`config.mk`:
```
export PLATFORM = sky130hd
export DESIGN_NAME = sats_conv_flat
export DESIGN_NICKNAME = d
export VERILOG_FILES = /design/src/include/sats_pkg.sv /design/src/include/sats_if.sv /design/src/hdl/sats_conv.sv /design/src/flat_wrapper.sv
export SDC_FILE = /design/constraint.sdc
export NUM_CORES = 1
export LEC_CHECK = 0
export ABC_CLOCK_PERIOD_IN_PS = 2300
export CAP_MARGIN = 20
export CORE_ASPECT_RATIO = 0.75
export CORE_MARGIN = 4
export CORE_UTILIZATION = 40
export CTS_CLUSTER_DIAMETER = 60
export DETAILED_ROUTE_END_ITERATION = 12
export DONT_BUFFER_PORTS = 1
export PLACE_DENSITY = 0.57
export SLEW_MARGIN = 30
export SYNTH_ARGS = -nofsm -noshare
export SYNTH_HDL_FRONTEND = slang
export SYNTH_SLANG_ARGS = --single-unit
```
`constraint.sdc`:
```
create_clock -name sys_clk -period 2.3 [get_ports sys_clk]
set_input_delay 0.345 -clock sys_clk [delete_from_list [all_inputs] [get_ports sys_clk]]
set_output_delay 0.345 -clock sys_clk [all_outputs]
set_load 0.005 [all_outputs]
```
`src/include/sats_pkg.sv`:
```
// Constants and types shared by the converter end and the host end of the serial link
// Behaviour
// RULE_01: Sample from third to tenth shift-clock fall
// RULE_02: Full cycle within conversion time plus ten clocks
// RULE_03: Select change valid only after filter time; the code filters select falls only, a synced rise acts at once
// RULE_04: Shift clock ignored until select setup passes
// RULE_05: Select high stops shift-clock response promptly
// RULE_06: Host waits for conversion end before clocking
// RULE_07: Select low soon after tenth fall aborts
// RULE_08: Result saturates at all ones or zeros
// RULE_09: Select low drives data out with MSB
// RULE_10: Select high floats data out quickly
// RULE_11: Select-framed transfers of 11 to 16 clocks
// RULE_12: Select held low means 16-clock transfers
// RULE_13: Works whether transfer ends before or after conversion
// RULE_14: Host gives rising edge soon after tenth fall
// RULE_15: Result shifted MSB first on falling edges
// RULE_16: Conversion starts itself when sampling ends
package sats_pkg;

  // ********************************************************
  // Widths
  // ********************************************************
  localparam int unsigned RES_W       = 10;                 // Result width
  localparam logic [9:0]  CODE_MAX    = 10'h3FF;            // Saturated high code
  localparam logic [9:0]  CODE_MIN    = 10'h000;            // Saturated low code
  localparam logic [4:0]  EDGE_SAMPLE = 5'h03;              // Fall that opens sampling
  localparam logic [4:0]  EDGE_HOLD   = 5'h0A;              // Fall that closes sampling
  localparam logic [4:0]  LEN_FREE    = 5'h10;              // Transfer length without select

  // ********************************************************
  // Timing
  // ********************************************************
  localparam int unsigned CLK_MHZ      = 100;               // System clock rate
  localparam int unsigned T_FILT_NS    = 1425;              // Select filter time
  localparam int unsigned T_CONV_NS    = 21000;             // Conversion time
  localparam int unsigned T_ABORT_NS   = 9000;              // Abort window after tenth fall
  localparam int unsigned T_EN_NS      = 1300;              // Select low to MSB driven
  localparam int unsigned T_DIS_NS     = 180;               // Select high to float
  localparam int unsigned T_RISE_NS    = 9500;              // Host rising edge deadline
  localparam int unsigned T_SCK_HALF_NS = 240;              // Host shift clock half period
  // Least times round up, longest times round down
  localparam int unsigned FILT_CYC  = (T_FILT_NS * CLK_MHZ + 999) / 1000;
  localparam int unsigned CONV_CYC  = (T_CONV_NS * CLK_MHZ) / 1000 - 100;
  localparam int unsigned ABORT_CYC = (T_ABORT_NS * CLK_MHZ) / 1000;
  localparam int unsigned EN_CYC    = (T_EN_NS * CLK_MHZ) / 1000;
  localparam int unsigned DIS_CYC   = (T_DIS_NS * CLK_MHZ) / 1000;
  localparam int unsigned RISE_CYC  = (T_RISE_NS * CLK_MHZ) / 1000;
  localparam int unsigned HALF_CYC  = (T_SCK_HALF_NS * CLK_MHZ + 999) / 1000;
  localparam logic [11:0] FILT_CNT  = 12'(FILT_CYC);
  localparam logic [11:0] CONV_CNT  = 12'(CONV_CYC);
  localparam logic [11:0] ABORT_CNT = 12'(ABORT_CYC);
  localparam logic [11:0] HALF_CNT  = 12'(HALF_CYC);

  // ********************************************************
  // Converter sequencer states, Gray along the usual path
  // ********************************************************
  typedef enum logic [2:0] {
    SATS_IDLE  = 3'h0,
    SATS_SHIFT = 3'h1,
    SATS_CONV  = 3'h3,
    SATS_DONE  = 3'h2
  } sats_state_t;

  // Host states, Gray along the usual path except END back to IDLE
  typedef enum logic [2:0] {
    SATS_H_IDLE  = 3'h0,
    SATS_H_SETUP = 3'h1,
    SATS_H_CLK   = 3'h3,
    SATS_H_WAIT  = 3'h2,
    SATS_H_END   = 3'h6
  } sats_hstate_t;

endpackage

```
`src/include/sats_if.sv`:
```
// Three-wire serial link between converter and host
`timescale 1ns/100ps
interface sats_if;
  logic sel_n;        // Active-low select, from host
  logic sck;          // Shift clock, from host
  logic sdo_o;        // Data out value, from converter
  logic sdo_oe;       // Data out enable, high while converter drives
  modport conv (input sel_n, input sck, output sdo_o, output sdo_oe);
  modport host (output sel_n, output sck, input sdo_o, input sdo_oe);
endinterface

```
`src/hdl/sats_conv.sv`:
```
// Converter end: select filter, shift-out, sampling window and conversion timer
`timescale 1ns/100ps
module sats_conv
  import sats_pkg::*;
(
  // Clock and reset
  input  wire logic                  sys_clk,
  input  wire logic                  rst,
  // Link
  sats_if.conv                       link,
  // Analog front end, as digital stand-ins
  input  wire logic [sats_pkg::RES_W-1:0] ain_code,
  input  wire logic                  ain_over,
  input  wire logic                  ain_under,
  // Status
  output logic                       sampling,
  output logic                       converting,
  output logic                       conv_abort,
  output logic [sats_pkg::RES_W-1:0] result
);
  import sats_pkg::*;

  // ********************************************************
  // Pin synchronisers
  // ********************************************************
  logic [1:0] sel_sync_q;     // Select, two flops
  logic [1:0] sck_sync_q;     // Shift clock, two flops
  logic       sck_prev_q;     // Previous synced clock for edges
  always_ff @(posedge sys_clk or posedge rst)
  begin
    if (rst)
    begin
      sel_sync_q <= 2'h3;
      sck_sync_q <= 2'h0;
      sck_prev_q <= 1'b0;
    end
    else
    begin
      sel_sync_q <= {sel_sync_q[0], link.sel_n};
      sck_sync_q <= {sck_sync_q[0], link.sck};
      sck_prev_q <= sck_sync_q[1];
    end
  end
  wire sel_s    = sel_sync_q[1];
  wire sck_fall = sck_prev_q & ~sck_sync_q[1];
  wire sck_rise = ~sck_prev_q & sck_sync_q[1];

  // ********************************************************
  // Select filter
  // ********************************************************
  // A new low select level counts only once held for the filter time, so
  // glitches on a long select trace never start a transfer; a synced select rise stops one at once
  logic        sel_f_q;       // Filtered select, active low
  logic [11:0] filt_q;        // Hold counter
  wire         sel_diff = sel_s ^ sel_f_q;
  always_ff @(posedge sys_clk or posedge rst)
  begin
    if (rst)
    begin
      sel_f_q <= 1'b1;
      filt_q  <= 12'h000;
    end
    else if (!sel_diff)
      filt_q <= 12'h000;
    else if (filt_q >= FILT_CNT - 12'h001)
    begin
      sel_f_q <= sel_s;  // RULE_03
      filt_q  <= 12'h000;
    end
    else
      filt_q <= filt_q + 12'h001;
  end
  // Shift clock heard only while filtered select is low
  wire sel_on   = ~sel_f_q & ~sel_s;  // RULE_04 RULE_05
  wire sel_fall = sel_f_q & sel_diff & (filt_q >= FILT_CNT - 12'h001) & ~sel_s;
  wire sel_rise = ~sel_f_q & sel_s;
  // First cycle of a synced select fall, before the filter runs out; the
  // output turns on here so the MSB shows inside its enable time, while
  // the shift clock stays ignored until the filter has passed
  wire sel_drop = sel_f_q & ~sel_s & (filt_q == 12'h000);  // RULE_09

  // ********************************************************
  // Sequencer
  // ********************************************************
  sats_state_t         st_q;         // Sequencer state
  logic [4:0]          fall_q;       // Falls counted in the transfer
  logic [11:0]         tmr_q;        // Conversion and abort timer
  logic [RES_W-1:0]    shreg_q;      // Outgoing result bits
  logic [RES_W-1:0]    res_q;        // Last finished result
  logic [RES_W-1:0]    held_q;       // Input caught at end of sampling
  logic                samp_q;       // Sampling window
  logic                abort_q;      // Abort pulse
  logic                oe_q;         // Data out enable
  logic                busy_q;       // Conversion running

  // Saturated code of the held input
  wire [RES_W-1:0] sat_code = ain_over ? CODE_MAX : (ain_under ? CODE_MIN : ain_code);  // RULE_08
  wire tenth     = sck_fall & sel_on & (fall_q == EDGE_HOLD - 5'h01);
  wire third     = sck_fall & sel_on & (fall_q == EDGE_SAMPLE - 5'h01);
  wire conv_end  = busy_q & (tmr_q == 12'h000);
  // Select dropping soon after the tenth fall kills the conversion
  wire abort_hit = busy_q & sel_fall & (tmr_q > CONV_CNT - ABORT_CNT);  // RULE_07
  // Without select, the 16th fall closes a transfer
  wire len_end   = sck_fall & sel_on & (fall_q == LEN_FREE - 5'h01);  // RULE_12

  // Main state process
  always_ff @(posedge sys_clk or posedge rst)
  begin
    if (rst)
    begin
      st_q   <= SATS_IDLE;
      fall_q <= 5'h00;
      samp_q <= 1'b0;
      busy_q <= 1'b0;
      tmr_q  <= 12'h000;
    end
    else
    begin
      // Conversion timer runs on the system clock, not the shift clock
      if (tenth)
      begin
        busy_q <= 1'b1;     // RULE_16
        tmr_q  <= CONV_CNT; // RULE_02
      end
      else if (abort_hit || conv_end)
        busy_q <= 1'b0;
      else if (busy_q)
        tmr_q <= tmr_q - 12'h001;
      // Sampling window
      if (third)
        samp_q <= 1'b1;     // RULE_01
      else if (tenth || sel_rise)
        samp_q <= 1'b0;
      // Falls counted per transfer, any length 11..16 accepted
      if (sel_rise || sel_fall || len_end)
        fall_q <= 5'h00;    // RULE_11
      else if (sck_fall && sel_on)
        fall_q <= fall_q + 5'h01;
      case (st_q)
        SATS_IDLE:  if (sel_on) st_q <= SATS_SHIFT;
        SATS_SHIFT: if (tenth) st_q <= SATS_CONV;
                    else if (sel_rise) st_q <= SATS_IDLE;
        SATS_CONV:  if (abort_hit || conv_end) st_q <= SATS_DONE;  // RULE_13
        SATS_DONE:  st_q <= SATS_IDLE;
        default:    st_q <= SATS_IDLE;
      endcase
    end
  end

  // Result path and data out
  always_ff @(posedge sys_clk or posedge rst)
  begin
    if (rst)
    begin
      shreg_q <= CODE_MIN;
      res_q   <= CODE_MIN;
      held_q  <= CODE_MIN;
      oe_q    <= 1'b0;
      abort_q <= 1'b0;
    end
    else
    begin
      abort_q <= abort_hit;
      if (tenth)
        held_q <= sat_code;
      if (conv_end)
        res_q <= held_q;
      // Load at select fall or at a free-running frame start
      if (sel_drop || (len_end && !sel_rise))
        shreg_q <= conv_end ? held_q : res_q;  // RULE_09
      else if (sck_fall && sel_on)
        shreg_q <= {shreg_q[RES_W-2:0], 1'b0};  // RULE_15
      // Float within a few cycles of select rising
      if (sel_s)
        oe_q <= 1'b0;       // RULE_10
      else if (sel_drop)
        oe_q <= 1'b1;       // RULE_09
    end
  end

  // ********************************************************
  // Outputs
  // ********************************************************
  assign link.sdo_o  = shreg_q[RES_W-1];
  assign link.sdo_oe = oe_q;
  assign sampling    = samp_q;
  assign converting  = busy_q;
  assign conv_abort  = abort_q;
  assign result      = res_q;
  wire unused_rise   = sck_rise;  // Rising edges carry no action here

endmodule

```
`src/flat_wrapper.sv`:
```
// flat-port wrapper written by rule: the top's interface ports become plain ports
module sats_conv_flat import sats_pkg::*;
  (sys_clk, rst, ain_code, ain_over, ain_under, sampling, converting, conv_abort, result, link_sel_n, link_sck, link_sdo_o, link_sdo_oe);
  sats_if link_i ();
  input  wire logic sys_clk;
  input  wire logic rst;
  input  wire logic [sats_pkg::RES_W-1:0] ain_code;
  input  wire logic ain_over;
  input  wire logic ain_under;
  output logic sampling;
  output logic converting;
  output logic conv_abort;
  output logic [sats_pkg::RES_W-1:0] result;
  input wire logic [$bits(link_i.sel_n)-1:0] link_sel_n;
  input wire logic [$bits(link_i.sck)-1:0] link_sck;
  output wire logic [$bits(link_i.sdo_o)-1:0] link_sdo_o;
  output wire logic [$bits(link_i.sdo_oe)-1:0] link_sdo_oe;
  assign link_i.sel_n = link_sel_n;
  assign link_i.sck = link_sck;
  assign link_sdo_o = link_i.sdo_o;
  assign link_sdo_oe = link_i.sdo_oe;
  sats_conv u_core (.sys_clk(sys_clk), .rst(rst), .link(link_i), .ain_code(ain_code), .ain_over(ain_over), .ain_under(ain_under), .sampling(sampling), .converting(converting), .conv_abort(conv_abort), .result(result));
endmodule
```
* Word level (Yosys, flattened, before mapping)
Index checks and enable logic that the tools add are counted.
Widths: inputs -> output; s select.
** Operators by class
- Reductions and logical operators :: 18
- $add $sub $neg :: 3
- Equality and inequality tests :: 4
- Bitwise gates (word level) :: 19
- Multiply operators :: 0
- Multiplexer cells :: 18
- Shift operators :: 0
- $lt $le $gt $ge :: 2
- Divide/modulo/power cells :: 0
** Operators with widths (count)
- $mux 12 :: 5
- $mux 10 :: 5
- $logic_not 12->1 :: 2
- $and 1x1->1 :: 15
- $add 12x1->12 const B :: 1
- $ge 12x8->1 const B :: 1
- $gt 12x11->1 const B :: 1
- $reduce_bool 2->1 :: 6
- $sub 12x1->12 const B :: 1
- $eq 5x4->1 const B :: 2
- $mux 5 :: 2
- $mux 1 :: 6
- $add 5x1->5 const B :: 1
- $eq 5x2->1 const B :: 1
- $logic_or 1x1->1 :: 5
- $reduce_and 2->1 :: 2
- $not 1->1 :: 3
- $logic_and 1x1->1 :: 2
- $ne 2x1->1 const B :: 1
- $logic_not 1->1 :: 1
- $xor 1x1->1 :: 1
** Word-level totals
- Register bits after elaboration :: 69
- Output and inout port bits :: 15
- Memories kept :: 0
- Bits in read-only memories :: 0
- Logic and storage cells :: 78
- Memory bits (writable) :: 0
- Latch bits :: 0
- Input port bits :: 16

* Depth between registers and ports, before layout
Gate-level depths: netlist of run 1.
- Depth after elaboration :: 9
- Depth in mapped cells :: 9
- Mapped depth without buffers :: 8

* Least setup slack after synthesis of run 1
No wires, ideal clock.
- Path kind :: register to register
- Start :: reg u_core.tmr_q[8]
- End :: reg u_core.tmr_q[11]
- Period minus slack after synthesis :: 1.986 ns
- Path buffers :: 0
- Arrival :: 1.909 ns
- Cell stages (with the launch flop) :: 7
- Data required time :: 2.222 ns
- Path slack :: 0.314 ns
- Setup time :: 0.078 ns
- Path through :: dfrtp_1 or3_4 o41ai_2 a221o_2 inv_2 or4_1 a21oi_1
** On the way
- Longest elaborated chain between the ends :: 5
- Elaborated cells between the ends (all ways) :: 11
- Those cells by class :: 1 x add/sub; 1 x order compare; 1 x eq/ne; 3 x mux; 2 x bitwise; 3 x reduce/logical
** RTL lines
- start, declared :: RTL line sats_conv.sv:87 : logic [11:0] tmr_q;
- start signal, assigned :: RTL line sats_conv.sv:128 : tmr_q <= tmr_q - 12'h001;
- $gt 12x11->1 or $logic_not 12->1 (tied branches) :: RTL line sats_conv.sv:102, sats_conv.sv:100
- $and 1x1->1 (on tied branches) :: RTL line sats_conv.sv:102, sats_conv.sv:100
- $logic_or 1x1->1 :: RTL line sats_conv.sv:125 : else if (abort_hit || conv_end)
- $ne 2x1->1 (no line)
- $reduce_and 2->1 (no line)
Parallel ways exist; a longest one is shown, timed or not. The select of a mux whose other input is x is not followed.
A chain may end at the register's enable or synchronous reset.

* Final worst setup path of run 1
- Start :: reg u_core.tmr_q[8]
- End :: reg u_core.tmr_q[0]
** On the way
- Longest elaborated chain between the ends :: 5
- Elaborated cells between the ends (all ways) :: 7
- Those cells by class :: 1 x order compare; 1 x eq/ne; 2 x bitwise; 3 x reduce/logical
** RTL lines (RTL line)
- $gt 12x11->1 or $logic_not 12->1 (tied branches) :: sats_conv.sv:102, sats_conv.sv:100
- $and 1x1->1 (on tied branches) :: sats_conv.sv:102, sats_conv.sv:100
- $logic_or 1x1->1 * :: sats_conv.sv:125
- $ne 2x1->1 (no line) *
- $reduce_and 2->1 (no line) *
Every way passes the cells marked *; elsewhere a longest branch is shown, timed or not.

==> results by stage, run 1 <==
Run status:
- The flow ran to the end, and the final reports show no timing, DRC or antenna violations.

Critical path:
- The endpoint of the worst register-to-register path is u_core.tmr_q[0].
- The largest stage delay on the critical path is ~0.43 ns.
- The maximum fanout along the worst path is 12.
- The endpoint type of the worst setup path is a flop.
- The worst endpoint required time is approximately 2.6 ns.
- The category of the critical setup timing path is flop to flop.
- For flop-to-flop paths, the worst setup slack is 0.18 ns.
- STA classifies the critical path startpoint as a flop.
- The startpoint identified for the worst register-to-register timing path is u_core.tmr_q[8].
- The signal on the critical path passes through or3_4, o41ai_2, a221o_2, inv_2, buf_4, or3_1, a21oi_1.
- The largest individual stage delay along the critical path comes from the cell sky130_fd_sc_hd__dfrtp_1.
- The worst reg2reg path depth is 7.
- The count of buffering cells on the critical path with inverters included is 2.
- Data arrives at the worst endpoint at 2.39 ns.
- Broken down by cell family, the worst path's largest delay share belongs to simple AND/OR/NAND/NOR gates.

CTS:
- The clock-pin transition on the worst setup and hold timing paths is 0.07 ns.
- The total number of H-tree levels is 3.
- The clock net in this run drives a total of 69 sinks.
- The tree is rooted in a sky130_fd_sc_hd__clkbuf_8.
- The post-CTS repair timing setup buffer count is 0.
- TritonCTS built the clock tree.
- The number of buffers between clock root and the deepest sink is 2.
- The number of buffers created by CTS is 9.
- The clock latency on the worst-skew pair is ~0.35 ns.

Detailed routing:
- The count of nets left with antenna violations once routing finished came out at 0.
- The average wire per cell in the routed design is 15.12 um.
- The detailed-route via count is 2298.
- The post-route DRC violation count is 0.
- The vias per cell is 5.176.
- The number of search-and-repair iterations in the first detailed-routing pass is 4.
- The first routing iteration left 148 violations.
- The routed design has 6.713 mm of wire.

Worst hold path:
- The worst hold path terminates at u_core.held_q[4].
- Counting instances, the worst hold path has a depth of 2.
- In this run the most critical hold path is launched from ain_over.
- The path type of the worst min-delay path is input pin to flop.

STA:
- The setup TNS is 0 ns.
- The worst-case headroom to the max-slew limit is 62.88%.
- The final count of pins violating max slew is 0.
- Between clock sinks in the finished design, the worst skew comes to 0.008290 ns.
- The worst-margin pin slew is 0.5561 ns.
- The worst path uses around 90% of the clock period.
- The number of endpoints failing setup at the final stage is 0.
- The highest attainable clock frequency is 0.4723 GHz.
- Counting I/O delays and the setup requirement, the final critical path takes 2.117 ns.
- The hold violation count in the final report came to 0.
- Setup repair after global routing left no endpoint under its margin.

Layout:
- The post-route netlist has around 17% of its cells at a drive strength greater than 1.
- After the last flow step, the layout net total stands at 364.
- The non-filler instance count after layout is 444.
- The number of antenna repair diodes is 0.
- The area growth from synthesis to layout is 12.90%.

Floorplan:
- The count of pins on the block boundary is 31.
- The total core area is 0.007918 mm^2.
- The floorplan die height is 86.40 um.
- The die is 112.5 um wide.
- The initial utilization of the core area, before any placement, comes to 41.40%.
- The number of rows created at floorplan is 28.
- The die outline area is 0.009723 mm^2.

Global route:
- The via count of the first global-routing pass is 2376.
- The number of antenna violations at the first check in global routing is 0.
- The global-route wire length before repair is 11.99 mm.
- Global routing finished with a remaining overflow of 0.
- The total routing usage reported by global routing is 15.67%.
- The pin count of the biggest net entering global routing is 45.

Power:
- The highest ir drop seen on vdd is 0.5696 mV.
- In this run the power density over the cells is about 690 mW/mm^2.
- The static leakage is about 1.7 nW.

Logic synthesis:
- Counting flops with a built-in enable in the synthesized netlist gives 0.
- For this run, the register share of the synthesized area comes to 52.79%.
- After synthesis the cells add up to roughly 0.0033 mm^2.
- Yosys printed 0 warnings.
- The library cell occupying the most area in the post-synthesis netlist is sky130_fd_sc_hd__dfrtp_1.
- The flip-flop cell with the highest count after synthesis is sky130_fd_sc_hd__dfrtp_1.
- The average instance area after synthesis is 10.31 um^2.
- After synthesis, the cell types taking the most area are sky130_fd_sc_hd__dfrtp_1 50%, sky130_fd_sc_hd__mux2_2 6.9%, sky130_fd_sc_hd__nand2_1 5.3%.
- sky130_fd_sc_hd__dfrtp_1 is the most common cell in the netlist.
- The number of different library cells used by synthesis comes to 50.
- The register bit total from synthesis is 69.
- The count of mapped cells out of synthesis is 318.
- The commonest cells after synthesis are 66 x sky130_fd_sc_hd__dfrtp_1, 46 x sky130_fd_sc_hd__nand2_1, 23 x sky130_fd_sc_hd__a21oi_1, 20 x sky130_fd_sc_hd__mux2_2, 20 x sky130_fd_sc_hd__nor2_1.
- The proportion of netlist area held by the largest area contributor is approximately 50%.
- The fraction of registers with async set or reset after synthesis is 100.0%.

Run:
- Max-cap violations in this run came to 0.

Placement:
- The final HPWL from detailed placement is between 4 and 5 mm.
- The final estimated routing congestion in global placement is 0.8630.
- The number of placed instances, taps included, is 426.
- During placement, the flow inserted port buffers numbering 0.
metal layers:
layer / wire length, um / GRT usage [%]
met4: 100 / 5.895
met2: 2817 / 22.66
met3: 419 / 5.722
met5: 0 / 0
met1: 3375 / 21.63
through the flow:
step / utilization (%) / total power [mW] / setup slack, ns / cell area, um^2 / hold slack (ns)
final: 46.74 / 2.546 / 0.1829 / 3701 / 0.1709
after detailed placement: 43.84 / 1.559 / 0.1776 / 3471 / 0.3172
after CTS: 46.62 / 2.583 / 0.1413 / 3691 / 0.004947
after global placement: 43.84 / 1.550 / 0.2225 / 3471 / 0.3117
after global routing: 46.74 / 2.680 / 0.03795 / 3701 / 0.1756
after floorplan: - / 1.492 / 0.2201 / 3289 / 0.3312
cell type report:
class / instances / area, um^2
clock buffers: 12 / 155.1
clock inverters: 3 / 45.04
fillers: 767 / 4217
inverters: 17 / 63.81
multi-input cells: 224 / 1450
flip-flops and latches: 69 / 1730
well taps: 105 / 131.4
repair buffers: 14 / 125.1
worst max-delay path by stage:
| stage | end | start | cells after the start | slack (ns) |
|---|---|---|---|---|
| floorplan | u_core.conv_abort | rst | 1 | 0.22 |
| global placement | u_core.shreg_q[7] | u_core.tmr_q[10] | 5 | 0.22 |
| detailed placement | u_core.tmr_q[3] | u_core.tmr_q[8] | 7 | 0.18 |
| CTS | u_core.tmr_q[0] | u_core.tmr_q[8] | 7 | 0.14 |
| global route | u_core.tmr_q[0] | u_core.tmr_q[8] | 7 | 0.04 |
| finish | u_core.tmr_q[0] | u_core.tmr_q[8] | 7 | 0.18 |
state kept, by name, indices dropped and copies added, names as in the netlist, 2 cells and up:
signal             cells
u_core.fall_q          5
u_core.shreg_q        10
u_core.result         10
u_core.sel_sync_q      2
u_core.sck_sync_q      2
u_core.tmr_q          12
u_core.held_q         10
u_core.filt_q         12
cell usage in the layout, fill, tap and decap left out, types with 7 or more instances in the layout:
cell                       count
sky130_fd_sc_hd__dfrtp_1      66
sky130_fd_sc_hd__inv_1        14
sky130_fd_sc_hd__clkbuf_8     11
sky130_fd_sc_hd__a21oi_1      23
sky130_fd_sc_hd__ha_1         13
sky130_fd_sc_hd__mux2_2       20
sky130_fd_sc_hd__nand2_1      46
sky130_fd_sc_hd__o21ai_0      17
sky130_fd_sc_hd__buf_4        10
sky130_fd_sc_hd__nand3_1       7
sky130_fd_sc_hd__nor2_1       20
where the power goes:
group / switching, mW / leakage [nW] / internal, mW
Sequential: 0.0464 / 0.878 / 1.27
Clock: 0.456 / 0.0947 / 0.554
Combinational: 0.136 / 0.767 / 0.0878
Total: 0.638 / 1.74 / 1.91
cell families after synthesis:
group,count (synthesis),synth area share (%)
buf+inv,28,3.320
other cells,1,0.1144
fa+ha+maj,13,4.962
compound gates,59,10.99
simple gates,121,19.05
mux,21,7.176
flops,69,52.79
xor+xnor,6,1.603
worst reg2reg max path: cells and delay by family, from the launching register on:
kind	cells	cell delay, ns
compound gates	3	0.64
buf+inv	2	0.22
flops	1	0.43
simple gates	2	0.77
timing repair:
action                                 4_1_cts  5_1_grt
hold buffers                                 2        1
setup endpoints to repair                    0        4
gates resized for setup                      0        1
endpoints found under the hold margin       23        1
(Power assumes the default switching activity.)
==> run 2: changes to the inputs <==
- CTS_BUF_LIST: unset -> sky130_fd_sc_hd__clkbuf_4 sky130_fd_sc_hd__clkbuf_8
==> results by stage, run 2 (synthesis results as in run 1) <==
STA:
- The number of endpoints failing setup at the final stage is 0 (unchanged).
- The worst-margin pin slew came to 0.5561 ns (unchanged).
- The worst clock skew is 0.008290 ns (unchanged).
- The setup TNS came to 0 ns (unchanged).
- The highest attainable clock frequency is 0.4723 GHz (unchanged).
- The hold violation count in the final report is 0 (unchanged).
- The final count of pins violating max slew is 0 (unchanged).
- The period utilization came to 92.05% (unchanged).
- RSZ-0062 raised after global routing: no (unchanged).
- The final critical-path required period was 2.117 ns (unchanged).
- The worst-case headroom to the max-slew limit is 62.88% (unchanged).

Critical path:
- The maximum fanout along the worst path is 12 (unchanged).
- The data arrival at the endpoint of the critical path is 2.39 ns (about the same).
- The cell with the largest stage delay on the worst path is sky130_fd_sc_hd__dfrtp_1 (unchanged).
- The largest stage delay on the critical path is 0.43 ns (about the same).
- Cell chain of the critical path: or3_4, o41ai_2, a221o_2, inv_2, buf_4, or3_1, a21oi_1 (unchanged).
- The endpoint type of the worst setup path is a flop (unchanged).
- The worst endpoint required time came to 2.57 ns (about the same).
- The category of the critical setup timing path is flop to flop (unchanged).
- The critical path launch point type is a flop (unchanged).

Layout:
- Most used cells in the layout excluding fill and tap cells: 66 x sky130_fd_sc_hd__dfrtp_1, 46 x sky130_fd_sc_hd__nand2_1, 23 x sky130_fd_sc_hd__a21oi_1 (unchanged).
- Leading registers by flop count: u_core.filt_q: 12 flops, u_core.tmr_q: 12 flops (unchanged).
- The area growth from synthesis to layout is 13.02% (was 12.90%).
- The non-filler instance count after layout is 444 (unchanged).
- The post-layout utilization of the core is 46.79% (was 46.74%).
- The fraction of layout cells with a size suffix above 1 was 17.40% (was 17.11%).
- The number of antenna repair diodes came to 0 (unchanged).
- The count of fill cells added during filler insertion is 768 (was 767).
- The most common cell after layout, fill and taps aside is sky130_fd_sc_hd__dfrtp_1 (unchanged).
- The post-layout net count was 364 (unchanged).

CTS:
- The clock-pin transition on the worst setup and hold timing paths was 0.07 ns (about the same).
- The number of buffers between clock root and the deepest sink came to 2 (unchanged).
- The clock latency on the worst-skew pair was 0.35 ns (about the same).
- The post-CTS repair timing setup buffer count came to 0 (unchanged).
- The total number of H-tree levels is 3 (unchanged).
- The number of buffers created by CTS came to 9 (unchanged).
- The root buffer selected by CTS is sky130_fd_sc_hd__clkbuf_8 (unchanged).
- The count of clock tree sinks is 69 (unchanged).
- The TritonCTS clock tree was yes (unchanged).

Global route:
- The number of antenna violations at the first check in global routing came to 0 (unchanged).
- The sum of overflow across all layers after global routing was 0 (unchanged).
- The global-route wire length before repair is 11.99 mm (unchanged).
- The pin count of the biggest net entering global routing is 45 (unchanged).
- The via count of the first global-routing pass is 2376 (unchanged).
- The total routing usage reported by global routing is 15.67% (unchanged).

Power:
- The static leakage is 1.744 nW (was 1.740 nW).
- The highest ir drop seen on vdd was 0.5696 mV (about the same).
- The total power of the final layout came to 2.557 mW (was 2.546 mW).
- The power per cell area came to 690.3 mW/mm^2 (was 687.8 mW/mm^2).

Run:
- The count of max-cap constraint violations is 0 (unchanged).

Detailed routing:
- The total wirelength of the detailed-routed design was 6.712 mm (was 6.713 mm).
- The average wire per cell in the routed design is 15.12 um (about the same).
- The post-route DRC violation count came to 0 (unchanged).
- The first-iteration detailed-routing DRC count came to 149 (was 148).
- The remaining antenna violation count is 0 (unchanged).
- The detailed-route via count is 2298 (unchanged).
- The number of search-and-repair iterations in the first detailed-routing pass came to 4 (unchanged).
- The vias per cell was 5.176 (unchanged).

Floorplan:
- The count of pins on the block boundary is 31 (unchanged).
- The die span in x is 112.5 um (unchanged).
- The starting density of the core is 41.40% (unchanged).
- The total core area was 0.007918 mm^2 (unchanged).
- The floorplan die height is 86.40 um (unchanged).
- The die outline area came to 0.009723 mm^2 (unchanged).
- The number of rows created at floorplan was 28 (unchanged).

Run status:
- Outcome: finished, final reports clean (unchanged).

Placement:
- The final estimated routing congestion in global placement was 0.8630 (unchanged).
- The instance count after placement with tap cells included came to 426 (unchanged).
- The quantity of I/O buffers inserted on ports came to 0 (unchanged).
- The final HPWL from detailed placement is 4.659 mm (unchanged).

Worst hold path:
- The path type of the worst min-delay path is input pin to flop (unchanged).
==> run 2: worst max-delay path: cells and delay by family (launching register included) <==
family | cells | cell delay [ns]
DFF | 1 | 0.43
and+or+nand+nor | 2 | 0.76
AOI/OAI and AO/OA | 3 | 0.64
buffers and inverters | 2 | 0.22
==> run 2: path summary, 6_finish.rpt <==
| path | endpoint | slack [ns] | from | depth (start not counted) |
|---|---|---|---|---|
| worst max-delay path | u_core.tmr_q[0] | 0.18 | u_core.tmr_q[8] | 7 |
| worst min-delay path | u_core.held_q[4] | 0.17 | ain_over | 2 |
| worst max register to register | u_core.tmr_q[0] | 0.18 | u_core.tmr_q[8] | 7 |
| worst min register to register | u_core.sck_sync_q[1] | 0.35 | u_core.sck_sync_q[0] | 0 |
| max in group asynchronous | u_core.held_q[0] | 1.16 | rst | 3 |
| min in group asynchronous | u_core.filt_q[6] | 0.50 | rst | 2 |
==> run 2: cell type report <==
class	count	area, um^2	area share, %
clock buffers	12	158.9	4.289
clock inverters	3	45.04	1.216
inverters	17	63.81	1.722
multi-input cells	224	1450	39.14
flip-flops and latches	69	1730	46.71
well taps	105	131.4	3.546
repair buffers	14	125.1	3.377
==> run 2: metrics by stage <==
step           instance area, um^2  worst slack (ns)  hold WS, ns
2_1_floorplan                 3289            0.2201       0.3312
3_3_place_gp                  3471            0.2225       0.3117
3_5_place_dp                  3471            0.1776       0.3172
4_1_cts                       3695            0.1413     0.004947
5_1_grt                       3705           0.03795       0.1756
6_report                      3705            0.1829       0.1709
==> run 2: power by group <==
part	switching (mW)	total (mW)	internal, mW
clock network	0.456	1.02	0.566
logic	0.136	0.223	0.0878
registers	0.0464	1.31	1.27
==> run 2: what timing repair did <==
item | CTS | global route
gates resized for setup | 0 | 1
endpoints found under the setup margin | 0 | 4
hold buffers | 2 | 1
endpoints found under the hold margin | 23 | 1
==> run 2: layer usage <==
| metal | up-vias | track usage, % | routed length [um] |
|---|---|---|---|
| met3 | 10 | 5.722 | 419 |
| met1 | 1106 | 21.63 | 3375 |
| met4 | 0 | 5.895 | 100 |
| met5 | - | 0 | 0 |
| li1 | 1136 | - | - |
| met2 | 46 | 22.66 | 2816 |
